`src/design/plc_framer_params.svh`:
```
`ifndef PLC_FRAMER_PARAMS_SVH
`define PLC_FRAMER_PARAMS_SVH

// timing, in milliseconds, and the clock rate in kHz
`define FR_CLK_KHZ 50000
`define FR_CS_MIN_MS 85
`define FR_CS_MAX_MS 115
`define FR_CS_STEPS 7
`define FR_BUSY_MS 4
`define FR_TIMEOUT_MS 1100
`define FR_ACK_WAIT_MS 500

// framing
`define FR_PREAMBLE 8'hab
`define FR_MAX_PAYLOAD 31
`define FR_CRC8_POLY 8'h07
`define FR_CRC8_INIT 8'h00
`define FR_CRC4_POLY 4'h3
`define FR_CRC4_INIT 4'h0
`define FR_LFSR_SEED 16'hace1
// header tail bytes, counted past the last address byte
`define FR_TAIL_CMD 6'd1
`define FR_TAIL_LEN 6'd2
`define FR_TAIL_SEQ 6'd3
`define FR_LOG_LEN 4'd1
`define FR_EXT_LEN 4'd2
`define FR_GRP_LEN 4'd1
`define FR_PHY_LEN 4'd8
`define FR_NUM_GROUPS 4'd8

// apb byte addresses; the two payload bases are paddr[11:7] values
`define FR_REG_CTRL 12'h000
`define FR_REG_STATUS 12'h004
`define FR_REG_CMD 12'h008
`define FR_REG_THRESH 12'h00c
`define FR_REG_LOGADDR 12'h010
`define FR_REG_GROUP 12'h014
`define FR_REG_PHYS_LO 12'h018
`define FR_REG_PHYS_HI 12'h01c
`define FR_REG_DEST_LO 12'h020
`define FR_REG_DEST_HI 12'h024
`define FR_REG_RXINFO 12'h028
`define FR_REG_RXSRC_LO 12'h02c
`define FR_REG_RXSRC_HI 12'h030
`define FR_PAY_TX_BASE 5'h01
`define FR_PAY_RX_BASE 5'h02

`endif

```
`src/design/plc_framer_pkg.sv`:
```
package plc_framer_pkg;

  typedef enum logic [1:0] {
    DK_LOGICAL = 2'b00,
    DK_GROUP = 2'b01,
    DK_PHYS = 2'b10,
    DK_INVALID = 2'b11
  } dest_kind_e;

  typedef enum logic [3:0] {
    TX_IDLE = 4'b0001,
    TX_CSMA = 4'b0010,
    TX_SEND = 4'b0100,
    TX_WAITACK = 4'b1000
  } tx_state_e;

  typedef enum logic [3:0] {
    RX_HUNT = 4'b0001,
    RX_HDR = 4'b0010,
    RX_PAY = 4'b0100,
    RX_CRC = 4'b1000
  } rx_state_e;

  typedef struct packed {
    logic extAddr;
    logic [2:0] retry;
    logic srcKind;
    dest_kind_e dstKind;
    logic service;
    logic start;
  } ctrl_s;

  typedef struct packed {
    logic rxNew;
    logic noAck;
    logic accessFail;
    logic txDone;
  } status_s;

  typedef struct packed {
    logic srcKind;
    dest_kind_e dstKind;
    logic service;
    logic rsvd3;
    logic rsvd2;
    logic response;
    logic rsvd0;
  } flags_s;

  typedef struct packed {
    logic [7:0] data;
    logic valid;
  } byte_s;

endpackage

```
`src/design/powerline_link_layer_framer.sv`:
```
// What this block does
// - random carrier-sense window, seven values 85-115 ms
// - transmit only after band free whole window
// - band busy after 4 ms above threshold
// - band busy restarts window with new random delay
// - acquisition timeout abandons attempt, flags failure for data packets, not acks
// - header, 0-31 payload bytes, one CRC byte
// - preamble 0xab sent and expected before header
// - reserved header bits sent as zero
// - flag byte carries address kinds, service, response
// - 4-bit sequence, 4-bit header check, abort mismatch
// - physical addresses 8 bytes, logical one or two bytes
// - final byte CRC-8 over header and payload
// - payload bytes host readable and writable
// - sequence advances per new packet only
// - acked service resends on missing ack, retries
// - unacked service sends retry plus one times
// - duplicates not reported, still acknowledged
// - logical address 8 or 16 bits
// - own 64-bit physical address matches packets
// - single group id and eight membership bits
// - group zero addresses every node
// - group destination forces unacknowledged service
//
// Our own choices: the placing of the registers and the APB interface to the registers.
`include "plc_framer_params.svh"
`timescale 1ns/1ps
`default_nettype none

module powerline_link_layer_framer import plc_framer_pkg::*; #(
  parameter int MAX_PAYLOAD = `FR_MAX_PAYLOAD,
  parameter logic [31:0] CS_MIN_CYC = 32'(`FR_CS_MIN_MS * `FR_CLK_KHZ),
  parameter logic [31:0] CS_STEP_CYC =
    32'((`FR_CS_MAX_MS - `FR_CS_MIN_MS) * `FR_CLK_KHZ / (`FR_CS_STEPS - 1)),
  parameter logic [31:0] BUSY_CYC = 32'(`FR_BUSY_MS * `FR_CLK_KHZ),
  parameter logic [31:0] TIMEOUT_CYC = 32'(`FR_TIMEOUT_MS * `FR_CLK_KHZ),
  parameter logic [31:0] ACK_WAIT_CYC = 32'(`FR_ACK_WAIT_MS * `FR_CLK_KHZ),
  // value is arbitrary
  parameter logic [63:0] PHYS_ADDR = 64'h0011_2233_4455_6677
) (
  // clock and reset
  input wire logic ref_clk,
  input wire logic resetn,
  // apb slave
  input wire logic psel,
  input wire logic penable,
  input wire logic pwrite,
  input wire logic [11:0] paddr,
  input wire logic [31:0] pwdata,
  output logic [31:0] prdata,
  output logic pready,
  output logic pslverr,
  // modem byte streams
  output var byte_s modemTx,
  input wire logic modemTxReady,
  input wire byte_s modemRx,
  // band occupancy
  input wire logic [7:0] bandLevel,
  output logic bandBusy,
  output logic accessFail
);

  if (MAX_PAYLOAD < 1 || MAX_PAYLOAD > `FR_MAX_PAYLOAD || CS_MIN_CYC == 0 ||
      BUSY_CYC == 0 || TIMEOUT_CYC == 0 || ACK_WAIT_CYC == 0) begin : g_check
    $error("powerline_link_layer_framer: unsupported parameter value");
  end

  function automatic logic [7:0] crc8Byte(input logic [7:0] c, input logic [7:0] d);
    logic [7:0] r;
    r = c ^ d;
    for (int i = 0; i < 8; i++) begin
      r = r[7] ? ({r[6:0], 1'b0} ^ `FR_CRC8_POLY) : {r[6:0], 1'b0};
    end
    return r;
  endfunction

  function automatic logic [3:0] crc4Byte(input logic [3:0] c, input logic [7:0] d);
    logic [3:0] r;
    r = c;
    for (int i = 7; i >= 0; i--) begin
      r = (r[3] ^ d[i]) ? ({r[2:0], 1'b0} ^ `FR_CRC4_POLY) : {r[2:0], 1'b0};
    end
    return r;
  endfunction

  function automatic logic [3:0] dstLen(input dest_kind_e k, input logic ext);
    if (k == DK_PHYS) return `FR_PHY_LEN;
    if (k == DK_GROUP) return `FR_GRP_LEN;
    return ext ? `FR_EXT_LEN : `FR_LOG_LEN;
  endfunction

  function automatic logic [3:0] srcLen(input logic phys, input logic ext);
    if (phys) return `FR_PHY_LEN;
    return ext ? `FR_EXT_LEN : `FR_LOG_LEN;
  endfunction

  // most significant byte goes first on the line
  function automatic logic [7:0] addrByte(input logic [63:0] a, input logic [3:0] n,
                                          input logic [3:0] k);
    logic [5:0] sh;
    sh = 6'({n - 4'h1 - k, 3'b000});
    return 8'(a >> sh);
  endfunction

  // registers
  ctrl_s ctrl;
  status_s sts;
  logic startReq;
  logic [7:0] cmdReg;
  logic [4:0] lenReg;
  logic [7:0] thresh;
  logic [15:0] logAddr;
  logic [7:0] singleGroup;
  logic [7:0] groupMask;
  logic [63:0] destAddr;
  logic [7:0] txPay [0:MAX_PAYLOAD-1];
  logic [7:0] rxPay [0:MAX_PAYLOAD-1];

  // tx side state
  tx_state_e state, next_state;
  logic [31:0] toCnt, csCnt, csWin, ackCnt, busyRun;
  logic [15:0] lfsr;
  logic [2:0] retriesLeft;
  logic [3:0] txSeq;
  logic pIsAck, pService, pSrcKind;
  dest_kind_e pDstKind;
  logic [63:0] pDst;
  logic [7:0] pCmd;
  logic [4:0] pLen;
  logic [3:0] pSeq;
  logic [5:0] txIdx;
  logic [7:0] tCrc8;
  logic [3:0] tCrc4;
  logic ackPending;
  logic [63:0] ackDst;
  logic ackPhys;
  logic [3:0] ackSeq;

  // rx side state
  rx_state_e rxState;
  flags_s rFlags;
  logic [5:0] rPos;
  logic [63:0] rDst, rSrc;
  logic [7:0] rCmd;
  logic [4:0] rLen;
  logic [3:0] rSeq;
  logic [7:0] rCrc8;
  logic [3:0] rCrc4;
  logic lastValid;
  logic [63:0] lastSrc;
  logic [3:0] lastSeq;
  logic [7:0] lastCrc;

  // apb decode
  wire logic apbAccess = psel & penable;
  wire logic apbWrite = apbAccess & pready & pwrite;
  wire logic apbCapture = apbAccess & ~pready;
  wire logic [4:0] payIdx = paddr[6:2];
  wire logic payInRange = 32'(payIdx) < MAX_PAYLOAD;
  wire logic isTxPay = (paddr[11:7] == `FR_PAY_TX_BASE) & payInRange;
  wire logic isRxPay = (paddr[11:7] == `FR_PAY_RX_BASE) & payInRange;
  wire logic wrCtrl = apbWrite & (paddr == `FR_REG_CTRL);
  wire logic wrStatus = apbWrite & (paddr == `FR_REG_STATUS);
  logic [31:0] rdMux;
  logic rdHit;

  always_comb begin
    rdHit = 1'b1;
    rdMux = 32'h0;
    if (isTxPay) rdMux = {24'h0, txPay[payIdx]};
    else if (isRxPay) rdMux = {24'h0, rxPay[payIdx]};
    else begin
      unique case (paddr)
        `FR_REG_CTRL: rdMux = {23'h0, ctrl[8:1], 1'b0};
        `FR_REG_STATUS: rdMux = {26'h0, bandBusy, ~(state == TX_IDLE), sts};
        `FR_REG_CMD: rdMux = {19'h0, lenReg, cmdReg};
        `FR_REG_THRESH: rdMux = {24'h0, thresh};
        `FR_REG_LOGADDR: rdMux = {16'h0, logAddr};
        `FR_REG_GROUP: rdMux = {16'h0, groupMask, singleGroup};
        `FR_REG_PHYS_LO: rdMux = PHYS_ADDR[31:0];
        `FR_REG_PHYS_HI: rdMux = PHYS_ADDR[63:32];
        `FR_REG_DEST_LO: rdMux = destAddr[31:0];
        `FR_REG_DEST_HI: rdMux = destAddr[63:32];
        `FR_REG_RXINFO: rdMux = {7'h0, rFlags.srcKind, rCmd, 4'h0, rSeq, 3'h0, rLen};
        `FR_REG_RXSRC_LO: rdMux = rSrc[31:0];
        `FR_REG_RXSRC_HI: rdMux = rSrc[63:32];
        default: rdHit = 1'b0;
      endcase
    end
  end

  // one wait state: pready rises in the second access cycle
  always_ff @(posedge ref_clk or negedge resetn) begin
    if (!resetn) begin
      pready <= 1'b0;
      prdata <= 32'h0;
      pslverr <= 1'b0;
    end else begin
      pready <= apbCapture;
      pslverr <= apbCapture & ~rdHit;
      if (apbCapture) prdata <= pwrite ? 32'h0 : rdMux;
    end
  end

  always_ff @(posedge ref_clk or negedge resetn) begin
    if (!resetn) begin
      ctrl <= '0;
      cmdReg <= 8'h0;
      lenReg <= 5'h0;
      thresh <= 8'h0;
      logAddr <= 16'h0;
      singleGroup <= 8'h0;
      groupMask <= 8'h0;
      destAddr <= 64'h0;
    end else if (apbWrite) begin
      unique case (paddr)
        `FR_REG_CTRL: ctrl <= ctrl_s'({pwdata[8:1], 1'b0});
        `FR_REG_CMD: {lenReg, cmdReg} <= pwdata[12:0];
        `FR_REG_THRESH: thresh <= pwdata[7:0];
        `FR_REG_LOGADDR: logAddr <= pwdata[15:0];
        `FR_REG_GROUP: {groupMask, singleGroup} <= pwdata[15:0];
        `FR_REG_DEST_LO: destAddr[31:0] <= pwdata;
        `FR_REG_DEST_HI: destAddr[63:32] <= pwdata;
        default: ;
      endcase
    end
  end

  always_ff @(posedge ref_clk) begin
    if (apbWrite && isTxPay) txPay[payIdx] <= pwdata[7:0];
  end

  // band occupancy: must persist before the gate closes
  wire logic bandAbove = bandLevel > thresh;
  always_ff @(posedge ref_clk or negedge resetn) begin
    if (!resetn) begin
      busyRun <= 32'h0;
      bandBusy <= 1'b0;
    end else if (!bandAbove) begin
      busyRun <= 32'h0;
      bandBusy <= 1'b0;
    end else begin
      if (busyRun < BUSY_CYC - 32'h1) busyRun <= busyRun + 32'h1;
      else bandBusy <= 1'b1;
    end
  end

  // random window; code 7 folds onto the middle step
  wire logic [2:0] rnd = (lfsr[2:0] == 3'h7) ? 3'h3 : lfsr[2:0];
  wire logic [31:0] winPick = CS_MIN_CYC + 32'(32'(rnd) * CS_STEP_CYC);

  always_ff @(posedge ref_clk or negedge resetn) begin
    if (!resetn) lfsr <= `FR_LFSR_SEED;
    else lfsr <= {lfsr[14:0], lfsr[15] ^ lfsr[13] ^ lfsr[12] ^ lfsr[10]};
  end

  // tx byte selection
  wire logic stIdle = state == TX_IDLE;
  wire logic stCsma = state == TX_CSMA;
  wire logic stSend = state == TX_SEND;
  wire logic stWait = state == TX_WAITACK;
  wire logic [63:0] ownSrc = pSrcKind ? PHYS_ADDR : {48'h0, logAddr};
  wire logic [3:0] tdLen = dstLen(pDstKind, ctrl.extAddr);
  wire logic [3:0] tsLen = srcLen(pSrcKind, ctrl.extAddr);
  wire logic [5:0] tAddrEnd = 6'(tdLen) + 6'(tsLen);
  wire logic [5:0] tSeqPos = tAddrEnd + `FR_TAIL_SEQ;
  wire logic [5:0] tCrcPos = tSeqPos + 6'(pLen) + 6'h1;
  wire logic [5:0] tPos = txIdx - 6'h1;
  wire logic [4:0] tPayIdx = 5'(tPos - tSeqPos - 6'h1);
  wire flags_s tFlags = '{srcKind: pSrcKind, dstKind: pDstKind, service: pService,
                          rsvd3: 1'b0, rsvd2: 1'b0, response: pIsAck, rsvd0: 1'b0};
  wire logic [7:0] txCur =
    (txIdx == 6'h0) ? `FR_PREAMBLE :
    (tPos == 6'h0) ? tFlags :
    (tPos <= 6'(tdLen)) ? addrByte(pDst, tdLen, 4'(tPos - 6'h1)) :
    (tPos <= tAddrEnd) ? addrByte(ownSrc, tsLen, 4'(tPos - 6'h1 - 6'(tdLen))) :
    (tPos == tAddrEnd + `FR_TAIL_CMD) ? pCmd :
    (tPos == tAddrEnd + `FR_TAIL_LEN) ? {3'h0, pLen} :
    (tPos == tSeqPos) ? {pSeq, tCrc4} :
    (tPos < tCrcPos) ? txPay[tPayIdx] : tCrc8;
  wire logic txAllOut = (txIdx != 6'h0) && (tPos > tCrcPos);
  wire logic txSlot = ~modemTx.valid | modemTxReady;
  wire logic sendDone = stSend & txAllOut & txSlot;

  always_ff @(posedge ref_clk or negedge resetn) begin
    if (!resetn) begin
      modemTx <= '0;
      txIdx <= 6'h0;
      tCrc8 <= `FR_CRC8_INIT;
      tCrc4 <= `FR_CRC4_INIT;
    end else if (!stSend) begin
      modemTx.valid <= 1'b0;
      txIdx <= 6'h0;
      tCrc8 <= `FR_CRC8_INIT;
      tCrc4 <= `FR_CRC4_INIT;
    end else if (txSlot) begin
      if (txAllOut) modemTx.valid <= 1'b0;
      else begin
        modemTx <= '{data: txCur, valid: 1'b1};
        txIdx <= txIdx + 6'h1;
        if (txIdx != 6'h0 && tPos < tCrcPos) tCrc8 <= crc8Byte(tCrc8, txCur);
        if (txIdx != 6'h0 && tPos < tSeqPos) tCrc4 <= crc4Byte(tCrc4, txCur);
      end
    end
  end

  // rx parsing
  wire logic rxByteIn = modemRx.valid;
  wire logic [7:0] rxB = modemRx.data;
  wire flags_s rxB2Flags = flags_s'(rxB);
  wire logic [3:0] rdLen = dstLen(rFlags.dstKind, ctrl.extAddr);
  wire logic [3:0] rsLen = srcLen(rFlags.srcKind, ctrl.extAddr);
  wire logic [5:0] rAddrEnd = 6'(rdLen) + 6'(rsLen);
  wire logic [5:0] rSeqPos = rAddrEnd + `FR_TAIL_SEQ;
  wire logic [4:0] rPayIdx = 5'(rPos - rSeqPos - 6'h1);
  wire logic [5:0] rLastPay = rSeqPos + 6'(rLen);
  wire logic [7:0] rGroup = rDst[7:0];
  wire logic groupBit = (rGroup != 8'h0) && (rGroup <= 8'(`FR_NUM_GROUPS)) &&
                        groupMask[3'(rGroup - 8'h1)];
  wire logic rxForUs =
    (rFlags.dstKind == DK_PHYS) ? (rDst == PHYS_ADDR) :
    (rFlags.dstKind == DK_GROUP) ? ((rGroup == 8'h0) || (rGroup == singleGroup) || groupBit) :
    ctrl.extAddr ? (rDst[15:0] == logAddr) : (rDst[7:0] == logAddr[7:0]);
  wire logic rxEnd = (rxState == RX_CRC) & rxByteIn;
  wire logic rxGood = rxEnd & (rxB == rCrc8) & rxForUs;
  wire logic rxDup = lastValid & (lastSrc == rSrc) & (lastSeq == rSeq) & (lastCrc == rxB);
  wire logic ackSeen = rxGood & rFlags.response & stWait & (rSeq == pSeq);
  wire logic ackReq = rxGood & ~rFlags.response & rFlags.service &
                      (rFlags.dstKind != DK_GROUP);

  always_ff @(posedge ref_clk or negedge resetn) begin
    if (!resetn) begin
      rxState <= RX_HUNT;
      rPos <= 6'h0;
      rFlags <= '0;
      rDst <= 64'h0;
      rSrc <= 64'h0;
      rCmd <= 8'h0;
      rLen <= 5'h0;
      rSeq <= 4'h0;
      rCrc8 <= `FR_CRC8_INIT;
      rCrc4 <= `FR_CRC4_INIT;
    end else if (rxByteIn) begin
      rPos <= rPos + 6'h1;
      if (rxState != RX_HUNT) rCrc8 <= crc8Byte(rCrc8, rxB);
      unique case (rxState)
        RX_HUNT: if (rxB == `FR_PREAMBLE) begin
          rxState <= RX_HDR;
          rPos <= 6'h0;
          rDst <= 64'h0;
          rSrc <= 64'h0;
          rCrc8 <= `FR_CRC8_INIT;
          rCrc4 <= `FR_CRC4_INIT;
        end
        RX_HDR: begin
          if (rPos < rSeqPos) rCrc4 <= crc4Byte(rCrc4, rxB);
          if (rPos == 6'h0) begin
            rFlags <= rxB2Flags;
            if (rxB2Flags.dstKind == DK_INVALID) rxState <= RX_HUNT;
          end else if (rPos <= 6'(rdLen)) rDst <= {rDst[55:0], rxB};
          else if (rPos <= rAddrEnd) rSrc <= {rSrc[55:0], rxB};
          else if (rPos == rAddrEnd + `FR_TAIL_CMD) rCmd <= rxB;
          else if (rPos == rAddrEnd + `FR_TAIL_LEN) begin
            rLen <= rxB[4:0];
            if (32'(rxB[4:0]) > MAX_PAYLOAD) rxState <= RX_HUNT;
          end else begin
            rSeq <= rxB[7:4];
            if (rxB[3:0] != rCrc4) rxState <= RX_HUNT;
            else rxState <= (rLen == 5'h0) ? RX_CRC : RX_PAY;
          end
        end
        RX_PAY: if (rPos == rLastPay) rxState <= RX_CRC;
        RX_CRC: rxState <= RX_HUNT;
      endcase
    end
  end

  always_ff @(posedge ref_clk) begin
    if (rxByteIn && rxState == RX_PAY) rxPay[rPayIdx] <= rxB;
  end

  // duplicate filter and ack queue
  always_ff @(posedge ref_clk or negedge resetn) begin
    if (!resetn) begin
      lastValid <= 1'b0;
      lastSrc <= 64'h0;
      lastSeq <= 4'h0;
      lastCrc <= 8'h0;
      ackPending <= 1'b0;
      ackDst <= 64'h0;
      ackPhys <= 1'b0;
      ackSeq <= 4'h0;
    end else begin
      if (rxGood && !rFlags.response) begin
        lastValid <= 1'b1;
        lastSrc <= rSrc;
        lastSeq <= rSeq;
        lastCrc <= rxB;
      end
      if (ackReq) begin
        ackDst <= rSrc;
        ackPhys <= rFlags.srcKind;
        ackSeq <= rSeq;
      end
      // a new request wins over the take
      ackPending <= ackReq | (ackPending & ~(stIdle & next_state == TX_CSMA));
    end
  end

  // channel access and retry sequencing
  wire logic toHit = toCnt >= TIMEOUT_CYC - 32'h1;
  wire logic csHit = csCnt >= csWin - 32'h1;
  wire logic ackHit = ackCnt >= ACK_WAIT_CYC - 32'h1;

  always_comb begin
    next_state = state;
    unique case (state)
      TX_IDLE: if (ackPending || startReq) next_state = TX_CSMA;
      TX_CSMA: begin
        if (toHit) next_state = TX_IDLE;
        else if (!bandBusy && csHit) next_state = TX_SEND;
      end
      TX_SEND: if (sendDone) begin
        if (pIsAck) next_state = TX_IDLE;
        else if (pService) next_state = TX_WAITACK;
        else if (retriesLeft != 3'h0) next_state = TX_CSMA;
        else next_state = TX_IDLE;
      end
      TX_WAITACK: begin
        if (ackSeen) next_state = TX_IDLE;
        else if (ackHit) next_state = (retriesLeft != 3'h0) ? TX_CSMA : TX_IDLE;
      end
    endcase
  end

  wire logic takeAck = stIdle & ackPending;
  wire logic takeData = stIdle & ~ackPending & startReq;
  wire logic retryGo = (stSend | stWait) & (next_state == TX_CSMA);
  wire status_s stsSet = '{
    rxNew: rxGood & ~rFlags.response & ~rxDup,
    noAck: stWait & ~ackSeen & ackHit & (retriesLeft == 3'h0),
    accessFail: stCsma & toHit & ~pIsAck,
    txDone: (sendDone & ~pIsAck & ~pService & (retriesLeft == 3'h0)) | ackSeen};
  wire status_s stsClr = wrStatus ? status_s'(pwdata[3:0]) : '0;

  always_ff @(posedge ref_clk or negedge resetn) begin
    if (!resetn) begin
      state <= TX_IDLE;
      sts <= '0;
      accessFail <= 1'b0;
      startReq <= 1'b0;
      toCnt <= 32'h0;
      csCnt <= 32'h0;
      csWin <= CS_MIN_CYC;
      ackCnt <= 32'h0;
    end else begin
      state <= next_state;
      sts <= (sts & ~stsClr) | stsSet;
      accessFail <= (sts.accessFail & ~stsClr.accessFail) | stsSet.accessFail;
      startReq <= (wrCtrl & pwdata[0]) | (startReq & ~takeData);
      toCnt <= stCsma ? toCnt + 32'h1 : 32'h0;
      ackCnt <= stWait ? ackCnt + 32'h1 : 32'h0;
      // busy band restarts the window with a fresh pick
      csCnt <= (stCsma && !bandBusy) ? csCnt + 32'h1 : 32'h0;
      if (!stCsma || bandBusy) csWin <= winPick;
    end
  end

  // packet latch
  always_ff @(posedge ref_clk or negedge resetn) begin
    if (!resetn) begin
      pIsAck <= 1'b0;
      pService <= 1'b0;
      pSrcKind <= 1'b0;
      pDstKind <= DK_LOGICAL;
      pDst <= 64'h0;
      pCmd <= 8'h0;
      pLen <= 5'h0;
      pSeq <= 4'h0;
      txSeq <= 4'h0;
      retriesLeft <= 3'h0;
    end else if (takeAck) begin
      pIsAck <= 1'b1;
      pService <= 1'b0;
      pSrcKind <= ctrl.srcKind;
      pDstKind <= ackPhys ? DK_PHYS : DK_LOGICAL;
      pDst <= ackDst;
      pCmd <= 8'h0;
      pLen <= 5'h0;
      pSeq <= ackSeq;
      retriesLeft <= 3'h0;
    end else if (takeData) begin
      pIsAck <= 1'b0;
      pService <= (ctrl.dstKind == DK_GROUP) ? 1'b0 : ctrl.service;
      pSrcKind <= ctrl.srcKind;
      pDstKind <= ctrl.dstKind;
      pDst <= destAddr;
      pCmd <= cmdReg;
      pLen <= (32'(lenReg) > MAX_PAYLOAD) ? 5'(MAX_PAYLOAD) : lenReg;
      pSeq <= txSeq;
      txSeq <= txSeq + 4'h1;
      retriesLeft <= ctrl.retry;
    end else if (retryGo) begin
      retriesLeft <= retriesLeft - 3'h1;
    end
  end

endmodule

`default_nettype wire

```
`config.mk`:
```
export PLATFORM = sky130hd
export DESIGN_NAME = powerline_link_layer_framer
export DESIGN_NICKNAME = d
export VERILOG_FILES = /design/src/design/plc_framer_pkg.sv /design/src/design/powerline_link_layer_framer.sv
export VERILOG_INCLUDE_DIRS = /design/src /design/src/design
export SDC_FILE = /design/constraint.sdc
export NUM_CORES = 2
export LEC_CHECK = 0
export BUFFER_PORTS_ARGS = -buffer_cell sky130_fd_sc_hd__buf_2
export CAP_MARGIN = 20
export CORE_UTILIZATION = 60
export CTS_CLUSTER_SIZE = 8
export DETAILED_ROUTE_END_ITERATION = 10
export GPL_TIMING_DRIVEN = 1
export PLACE_DENSITY_LB_ADDON = 0.05
export SKIP_CTS_REPAIR_TIMING = 1
export SLEW_MARGIN = 20
export SYNTH_ARGS = -nofsm -noshare
export SYNTH_HDL_FRONTEND = slang
export SYNTH_SLANG_ARGS = --single-unit
```
`constraint.sdc`:
```
create_clock -name ref_clk -period 8.05 [get_ports ref_clk]
set_clock_uncertainty 0.15 [all_clocks]
set_input_delay 2.0125 -clock ref_clk [delete_from_list [all_inputs] [get_ports ref_clk]]
set_output_delay 2.0125 -clock ref_clk [all_outputs]
set_load 0.02 [all_outputs]
```
**Yosys cells after proc, flatten, opt, wreduce, memory -nomap -nowiden**

Memories as Yosys holds them, arrays and structs flattened.
Index checks and enable logic that the tools add are counted.

- Register bits after elaboration: 785
- Latch bits: 0
- Bits in writable memories: 496
- ROM bits: 0
- Bits of input ports: 67
- Output and inout port bits: 45
- Word-level logic and storage cells: 520
- Memories: 2

- Add/sub/neg operators: 33
- $mul: 1
- Div/mod/pow operators: 0
- $lt $le $gt $ge: 16
- Equality and inequality tests: 67
- Shift-type cells: 2
- Multiplexer cells: 159
- Bitwise logic cells: 123
- Reductions and logical operators: 51

Memories:

| memory | words | width | read ports | clocked after memory_dff | wr ports | RTL line | source |
|---|---|---|---|---|---|---|---|
| rxPay | 31 | 8 | 1 | 0 | 1 | powerline_link_layer_framer.sv:117 | `logic [7:0] rxPay [0:MAX_PAYLOAD-1];` |
| txPay | 31 | 8 | 2 | 0 | 1 | powerline_link_layer_framer.sv:116 | `logic [7:0] txPay [0:MAX_PAYLOAD-1];` |

Operator list:

| cell | count |
|---|---|
| 64-bit 2-to-1 mux | 8 |
| 32-bit one-hot mux with 13 select lines | 1 |
| 32-bit 2-to-1 mux | 8 |
| 64-bit one-hot mux with 2 select lines | 2 |
| 4-bit 2-to-1 mux | 39 |
| 8-bit 2-to-1 mux | 17 |
| 32-bit by 1-bit adder with 32-bit output (second input constant) | 4 |
| 64-bit by 53-bit equality test with 1-bit output (second input constant) | 1 |
| 64-bit equality test | 1 |
| 64-bit by 6-bit >> shifter with 8-bit output | 1 |
| 12-bit by 6-bit equality test with 1-bit output (second input constant) | 5 |
| 3-bit 2-to-1 mux | 20 |
| 53-bit 2-to-1 mux | 1 |
| 53-bit by 6-bit >> shifter with 8-bit output | 1 |
| 12-bit by 5-bit equality test with 1-bit output (second input constant) | 4 |
| 3-bit NOT | 16 |
| 2-bit 2-to-1 mux | 21 |
| 1-bit bitwise AND | 41 |
| 6-bit equality test | 6 |
| 8-bit equality test | 4 |
| 32-bit by 25-bit greater-or-equal comparator with 1-bit output (second input constant) | 1 |
| 32-bit by 26-bit greater-or-equal comparator with 1-bit output (second input constant) | 1 |
| 32-bit greater-or-equal comparator | 1 |
| 32-bit by 18-bit < comparator with 1-bit output (second input constant) | 1 |
| 75 further kinds | 247 |

**Longest topological paths before layout**

- Depth after elaboration: 39
- Mapped depth: 30
- Mapped depth without buffers: 27

**Worst setup path before layout**

OpenSTA, ideal clock, no wires.

- Path kind: reg2reg
- From: register ctrl[8] in the netlist's numbering
- To: register tCrc4[0]
- Library setup time: 0.081 ns
- Data arrival time: 5.651 ns
- Required time: 7.819 ns
- Setup slack: 2.168 ns
- Stages on the path, launching flop included: 27
- Path buffers: 2
- Period minus slack after synthesis: 5.882 ns
- Cell sequence: dfrtp_1 -> clkbuf_1 -> nand2_1 -> nand2_1 -> inv_1 -> ha_1 -> inv_1 -> fa_1 -> ha_1 -> inv_1 -> fa_1 -> a21o_1 -> a21oi_1 -> xor2_1 -> ha_1 -> a21o_1 -> a21oi_1 -> nor2b_1 -> clkbuf_1 -> o21ai_0 -> or4_4 -> a22oi_4 -> xor2_4 -> xor2_2 -> xnor2_1 -> or3_1 -> a21oi_1

- Cells in the longest elaborated chain, start to end: 28
- Elaborated cells between the ends (all ways): 57
- Classes of those cells: add/sub (13); order compare (5); eq/ne (5); shift (2); mux (21); bitwise (7); reduce/logical (3); memory (1)

RTL lines:

| item | RTL line | source |
|---|---|---|
| from (decl) | powerline_link_layer_framer.sv:106 | `ctrl_s ctrl;` |
| from (signal assigned) | powerline_link_layer_framer.sv:217 | `` `FR_REG_CTRL: ctrl <= ctrl_s'({pwdata[8:1], 1'b0}); `` |
| 2-bit 2-to-1 mux (no line) * | n/a |  |
| 4-bit 2-to-1 mux | powerline_link_layer_framer.sv:89 | `` return ext ? `FR_EXT_LEN : `FR_LOG_LEN; `` |
| 4-bit 2-to-1 mux | powerline_link_layer_framer.sv:88 | `` if (k == DK_GROUP) return `FR_GRP_LEN; `` |
| 4-bit by 4-bit adder with 5-bit output | powerline_link_layer_framer.sv:265 | `wire logic [5:0] tAddrEnd = 6'(tdLen) + 6'(tsLen);` |
| 5-bit by 2-bit adder with 6-bit output (no line) | n/a |  |
| 5-bit subtractor / 6-bit by 5-bit adder with 6-bit output (equally long branches) | powerline_link_layer_framer.sv:269, powerline_link_layer_framer.sv:267 |  |
| 5-bit by 1-bit subtractor with 5-bit output / 6-bit by 1-bit adder with 6-bit output (equally long branches) | powerline_link_layer_framer.sv:269, powerline_link_layer_framer.sv:267 |  |
| memory read 31 x 8 bit / 6-bit < comparator (equally long branches) | n/a |  |
| (+12 left out) | n/a |  |
| 2-bit NOT (no line) / 1-bit XOR (equally long branches) | n/a |  |
| 2-bit 2-to-1 mux | powerline_link_layer_framer.sv:81 | `` r = (r[3] ^ d[i]) ? ({r[2:0], 1'b0} ^ `FR_CRC4_POLY) : {r[2:0], 1'b0}; `` |
| 1-bit XOR | powerline_link_layer_framer.sv:81 |  |
| 2-bit 2-to-1 mux | powerline_link_layer_framer.sv:81 |  |
| 4-bit 2-to-1 mux | powerline_link_layer_framer.sv:302 | `if (txIdx != 6'h0 && tPos < tSeqPos) tCrc4 <= crc4Byte(tCrc4, txCur);` |
| 4-bit 2-to-1 mux | powerline_link_layer_framer.sv:297 | `if (txAllOut) modemTx.valid <= 1'b0;` |
| 4-bit 2-to-1 mux | powerline_link_layer_framer.sv:296 | `end else if (txSlot) begin` |
| 4-bit 2-to-1 mux | powerline_link_layer_framer.sv:291 | `end else if (!stSend) begin` |
| to (signal assigned) | powerline_link_layer_framer.sv:290 | `` tCrc4 <= `FR_CRC4_INIT; `` |
| to (signal assigned) | powerline_link_layer_framer.sv:295 | `` tCrc4 <= `FR_CRC4_INIT; `` |
| to (signal assigned) | powerline_link_layer_framer.sv:302 |  |
| to (decl) | powerline_link_layer_framer.sv:133 | `logic [3:0] tCrc4;` |

Every way passes the cells marked *; elsewhere a longest branch is shown, timed or not. The select of a mux whose other input is x is not followed.
A chain may end at the register's enable or synchronous reset.

**Worst setup path in the final report**

- From: register ctrl[8] in the netlist's numbering
- To: register tCrc8[3]

- Cells in the longest elaborated chain, start to end: 26
- Elaborated cells between the ends (all ways): 52
- Classes of those cells: add/sub (13); order compare (4); eq/ne (5); shift (2); mux (20); bitwise (4); reduce/logical (3); memory (1)

RTL lines:

| item | RTL line | source |
|---|---|---|
| 2-bit 2-to-1 mux (no line) * | n/a |  |
| 4-bit 2-to-1 mux | powerline_link_layer_framer.sv:89 |  |
| 4-bit 2-to-1 mux | powerline_link_layer_framer.sv:88 |  |
| 4-bit by 4-bit adder with 5-bit output | powerline_link_layer_framer.sv:265 |  |
| 5-bit by 2-bit adder with 6-bit output (no line) | n/a |  |
| 5-bit subtractor / 6-bit by 5-bit adder with 6-bit output (equally long branches) | powerline_link_layer_framer.sv:269, powerline_link_layer_framer.sv:267 |  |
| 5-bit by 1-bit subtractor with 5-bit output / 6-bit by 1-bit adder with 6-bit output (equally long branches) | powerline_link_layer_framer.sv:269, powerline_link_layer_framer.sv:267 |  |
| memory read 31 x 8 bit / 6-bit < comparator (equally long branches) | n/a |  |
| (+10 left out) | n/a |  |
| 3-bit NOT (no line) | n/a |  |
| 3-bit 2-to-1 mux | powerline_link_layer_framer.sv:72 | `` r = r[7] ? ({r[6:0], 1'b0} ^ `FR_CRC8_POLY) : {r[6:0], 1'b0}; `` |
| 3-bit NOT (no line) | n/a |  |
| 3-bit 2-to-1 mux | powerline_link_layer_framer.sv:72 |  |
| 8-bit 2-to-1 mux | powerline_link_layer_framer.sv:301 | `if (txIdx != 6'h0 && tPos < tCrcPos) tCrc8 <= crc8Byte(tCrc8, txCur);` |
| 8-bit 2-to-1 mux | powerline_link_layer_framer.sv:297 |  |
| 8-bit 2-to-1 mux | powerline_link_layer_framer.sv:296 |  |
| 8-bit 2-to-1 mux | powerline_link_layer_framer.sv:291 |  |
| to (signal assigned) | powerline_link_layer_framer.sv:289 | `` tCrc8 <= `FR_CRC8_INIT; `` |
| to (signal assigned) | powerline_link_layer_framer.sv:294 | `` tCrc8 <= `FR_CRC8_INIT; `` |
| to (signal assigned) | powerline_link_layer_framer.sv:301 |  |
| to (decl) | powerline_link_layer_framer.sv:132 | `logic [7:0] tCrc8;` |

Marks and branches as above.

==> tab_implementation.tex <==
\begin{tabular}{lr}
\hline
Metric & Value \\
\hline
\multicolumn{2}{l}{\textbf{Run}} \\
\quad Max-cap viol count & 0 \\
\multicolumn{2}{l}{\textbf{Route}} \\
\quad Antenna Nets Post-Route & 0 \\
\quad Drt via density & around 6.5 \\
\quad DRC Markers & 0 \\
\quad Total via count after detailed routing & 40700 \\
\quad Final WL & $\sim$170000 um \\
\quad Initial DRC Count & 4624 \\
\quad Number of detailed-routing iterations run before antenna repair & 7 \\
\quad Routed wire length per instance & roughly 27 um \\
\multicolumn{2}{l}{\textbf{Finish}} \\
\quad \# nets final & 5118 \\
\quad Core utilization of the finished layout & roughly 68\% \\
\quad Commonest cells after routing, fill and taps aside & sky130\_fd\_sc\_hd\_\_dfrtp\_1, sky130\_fd\_sc\_hd\_\_nand2\_1, sky130\_fd\_sc\_hd\_\_edfxtp\_1, sky130\_fd\_sc\_hd\_\_o21ai\_0, sky130\_fd\_sc\_hd\_\_mux2\_2 \\
\quad Fraction of layout instances using a drive strength above 1 & between 10\% and 20\% \\
\quad Most common cell after layout, fill and taps aside & sky130\_fd\_sc\_hd\_\_dfrtp\_1 \\
\quad Number of standard cells in the final layout excluding fillers & roughly 6300 \\
\quad Area growth, synth to finish & 11.6\% \\
\quad Filler cell count & 7266 \\
\multicolumn{2}{l}{\textbf{Pwr}} \\
\quad Total power per unit cell area & $\sim$260 mW/mm\^{}2 \\
\quad Leakage & approximately 27 nW \\
\quad Peak supply drop & approximately 0.34 mV \\
\multicolumn{2}{l}{\textbf{Clocking}} \\
\quad Clock transition at the register clock pins on the worst setup and hold paths after CTS & 0.05 ns \\
\quad Clock buffer count from CTS & around 180 \\
\quad Clock tree root driver cell & sky130\_fd\_sc\_hd\_\_clkbuf\_16 \\
\quad CTS HTree Levels & 4 \\
\quad Maximum count of clock buffers along a single path & 3 \\
\quad TritonCTS clock tree & built \\
\quad Worst-Skew Late Latency & $\sim$0.79 ns \\
\quad Sinks on the clock net & approximately 1300 \\
\multicolumn{2}{l}{\textbf{Worst setup path}} \\
\quad Start-to-end type of the worst setup path & flip-flop to flip-flop \\
\quad Data required time of the critical path & approximately 8.6 ns \\
\quad Longest individual stage delay on the worst path & about 1.2 ns \\
\quad Critical Path End Type & flip-flop \\
\quad Critical-path cell with the highest stage delay & sky130\_fd\_sc\_hd\_\_fa\_2 \\
\quad Nature of the critical path startpoint & flip-flop \\
\quad Worst-case reg-to-reg path depth & 20 \\
\quad Top cell by count, worst path & sky130\_fd\_sc\_hd\_\_inv\_1 \\
\quad CP cell instances & nand2\_1 -> nand2\_1 -> inv\_1 -> ha\_1 -> inv\_1 -> fa\_1 -> ha\_1 -> inv\_1 -> fa\_2 -> buf\_12 -> mux4\_2 -> mux4\_2 -> o2111ai\_1 -> o22ai\_1 -> a211o\_1 -> xor2\_1 -> xnor2\_2 -> xnor2\_1 -> or3\_1 -> a21oi\_1 \\
\quad Worst Path Arrival & 7.35 ns \\
\quad Peak fanout along the critical path & 41 \\
\multicolumn{2}{l}{\textbf{Yosys}} \\
\quad Most instantiated flip-flop cell in the synthesis netlist & sky130\_fd\_sc\_hd\_\_dfrtp\_1 \\
\quad Synthesis Warnings & 0 \\
\quad Mapped Nets & roughly 5000 \\
\quad Share of the yosys chip area belonging to registers & a little under three fifths \\
\quad Async set or reset register ratio after synthesis & about three fifths \\
\quad Share of Yosys cell area claimed by the top area cell type & 31.2\% \\
\quad Synth unique cells & between 90 and 100 \\
\quad Synthesized instance count & 4819 \\
\quad Post-synth top area cell & sky130\_fd\_sc\_hd\_\_dfrtp\_1 \\
\quad Cell types occupying the most area after synthesis & sky130\_fd\_sc\_hd\_\_dfrtp\_1, sky130\_fd\_sc\_hd\_\_edfxtp\_1, sky130\_fd\_sc\_hd\_\_mux4\_2 \\
\quad Number of register bits inferred by synthesis & between 1000 and 1500 \\
\quad Post-synth design cell area & a little over 0.06 sq mm \\
\quad Number of enable flip-flop cells after synthesis & approximately 500 \\
\quad Average cell area after synthesis & 12.5 sq um \\
\multicolumn{2}{l}{\textbf{Timing}} \\
\quad Worst Slack Setup Final & $\sim$1.2 ns \\
\quad Maximum clock rate & between 100 and 150 MHz \\
\quad Final hold violations & 0 \\
\quad Period minus WS final & between 6 and 7 ns \\
\quad Final-report max-slew violation count & 0 \\
\quad Minimum hold slack & a little under 0.2 ns \\
\quad Slew HR & 22.5\% \\
\quad Final setup viols & 0 \\
\quad Setup TNS & 0 ns \\
\quad Portion of the clock cycle consumed by the worst path in the final layout & 85.0\% \\
\quad Setup repair after global routing missed its margin & no \\
\quad Tightest Pin Transition & about 1.2 ns \\
\multicolumn{2}{l}{\textbf{Global route}} \\
\quad Global route total overflow & 0 \\
\quad Pin count of the biggest net entering global routing & 180 \\
\quad Global-route wire length before repair & 258000 um \\
\quad Global Route Usage Sum & 33.9\% \\
\quad Number of global-route vias before repair & approximately 40000 \\
\quad Antenna violations before repair & 9 \\
\multicolumn{2}{l}{\textbf{Floorplan}} \\
\quad Initial core utilization & 60.9\% \\
\quad Die span in x & approximately 320 um \\
\quad Core outline area & 0.0990 sq mm \\
\quad Floorplan die height & roughly 320 um \\
\quad Number of cell rows & 115 \\
\quad Top-level I/O count & 112 \\
\quad Die Area & around 0.10 sq mm \\
\multicolumn{2}{l}{\textbf{Place}} \\
\quad Count of port buffers added during placement & 111 \\
\quad Post-placement setup slack & roughly 1.4 ns \\
\quad Inst Count DP & 6032 \\
\quad RePlAce Congestion & between 0.9 and 1 \\
\quad DPL Wire Length & $\sim$120000 um \\
\multicolumn{2}{l}{\textbf{Outcome}} \\
\quad Status & complete, no violations \\
\multicolumn{2}{l}{\textbf{Hold path}} \\
\quad Path category of the worst min-delay check & flip-flop to flip-flop \\
\quad Min-Delay Path Depth & 0 \\
\hline
\end{tabular}
-- worst paths after layout --
kind / start / endpoint / slack, ns
max in group asynchronous: resetn / lastSrc[63] / 5.05
min: lfsr[8] / lfsr[9] / 0.19
max: ctrl[8] / tCrc8[3] / 1.21
max reg2reg: ctrl[8] / tCrc8[3] / 1.21
min in group asynchronous: resetn / csCnt[6] / 1.09
min reg2reg: lfsr[8] / lfsr[9] / 0.19
-- critical path, delay by kind of cell, from the launching register on --
family	cells	cell delay, ns
multiplexers	2	0.89
AO/OA/AOI/OAI	4	0.89
AND/OR/NAND/NOR	3	0.52
buffers and inverters	4	0.62
adder cells (fa/ha/maj)	4	2.25
XOR/XNOR	3	0.66
flip-flops	1	0.66
-- through the flow --
| stage | power [mW] | cell area (sq um) |
|---|---|---|
| finish | 17.8 | 67300 |
| global route | 18.5 | 67300 |
| CTS | 17.8 | 67300 |
| detailed placement | 11.0 | 62200 |
| global placement | 10.9 | 62200 |
| floorplan | 9.76 | 60300 |
-- synthesized netlist by cell type (all sizes together) (6+ instances only) --
cell    number
edfxtp     496
nand3b      15
and2        22
a22oi       55
xnor2      188
clkbuf     190
or3         34
o21ai      337
and4        12
nand2b      28
nor4        32
ha         115
a21o        34
nor3        58
nand4       64
nand2      553
dfstp       15
mux2       305
nor3b        8
nor4b        9
nand4b       6
o31ai       12
nor2b       22
a222oi      15
or4         12
a211oi      16
o211ai       8
fa          12
a22o        32
dfrtp      752
nor2       291
o22ai       61
a31oi       15
a221oi      25
mux4       193
xor2       139
inv        125
buf         62
nand3       92
o41ai        7
o221ai       7
a21oi      119
and3        28
or2         10
mux2i      114
-- flip-flops by register name, summed over array words and instances, names as in the netlist, 64 cells and up --
name / cells
ackDst: 64
destAddr: 64
lastSrc: 64
pDst: 64
rDst: 64
rSrc: 64
rxPay: 248
txPay: 248
-- logic make-up (layout without fill, tap and decap cells) --
kind of cell	Yosys count	in the layout	synth area share (%)
AOI/OAI and AO/OA	796	796	8.30
xor gates and xnor gates	331	331	5.05
adders and majority gates	129	129	2.82
buffers and inverters	377	573	2.42
DFF	1263	1263	56.5
muxes	612	612	14.8
other	2	3	0.0125
and+or+nand+nor	1309	1309	10.0
-- layer usage --
layer | share of wire [%] | global-route usage (%) | vias up
met1 | 42 | 49.8 | 20600
met3 | 9.8 | 7.84 | 298
met5 | 0.029 | 0 | -
li1 | - | - | 17900
met4 | 2.8 | 10.2 | 8
met2 | 45 | 50.7 | 1921
-- where the power goes --
| part | internal, mW | switching (mW) |
|---|---|---|
| sequential | 7.09 | 0.734 |
| clock | 4.07 | 2.77 |
| combinational | 1.17 | 1.95 |
| total | 12.3 | 5.46 |
-- area by class of cell --
cell class / instances / area (sq um) / area share (%)
antenna: 1 / 2.50 / 0.00372
timing repair buffer: 179 / 1200 / 1.78
clock buffer: 255 / 4750 / 7.06
tap: 1287 / 1610 / 2.39
multi-input combinational: 3179 / 24800 / 36.9
clock inverter: 14 / 328 / 0.487
inverter: 125 / 469 / 0.697
sequential: 1263 / 34100 / 50.7
Note: power is estimated with default switching activity, not from simulation.
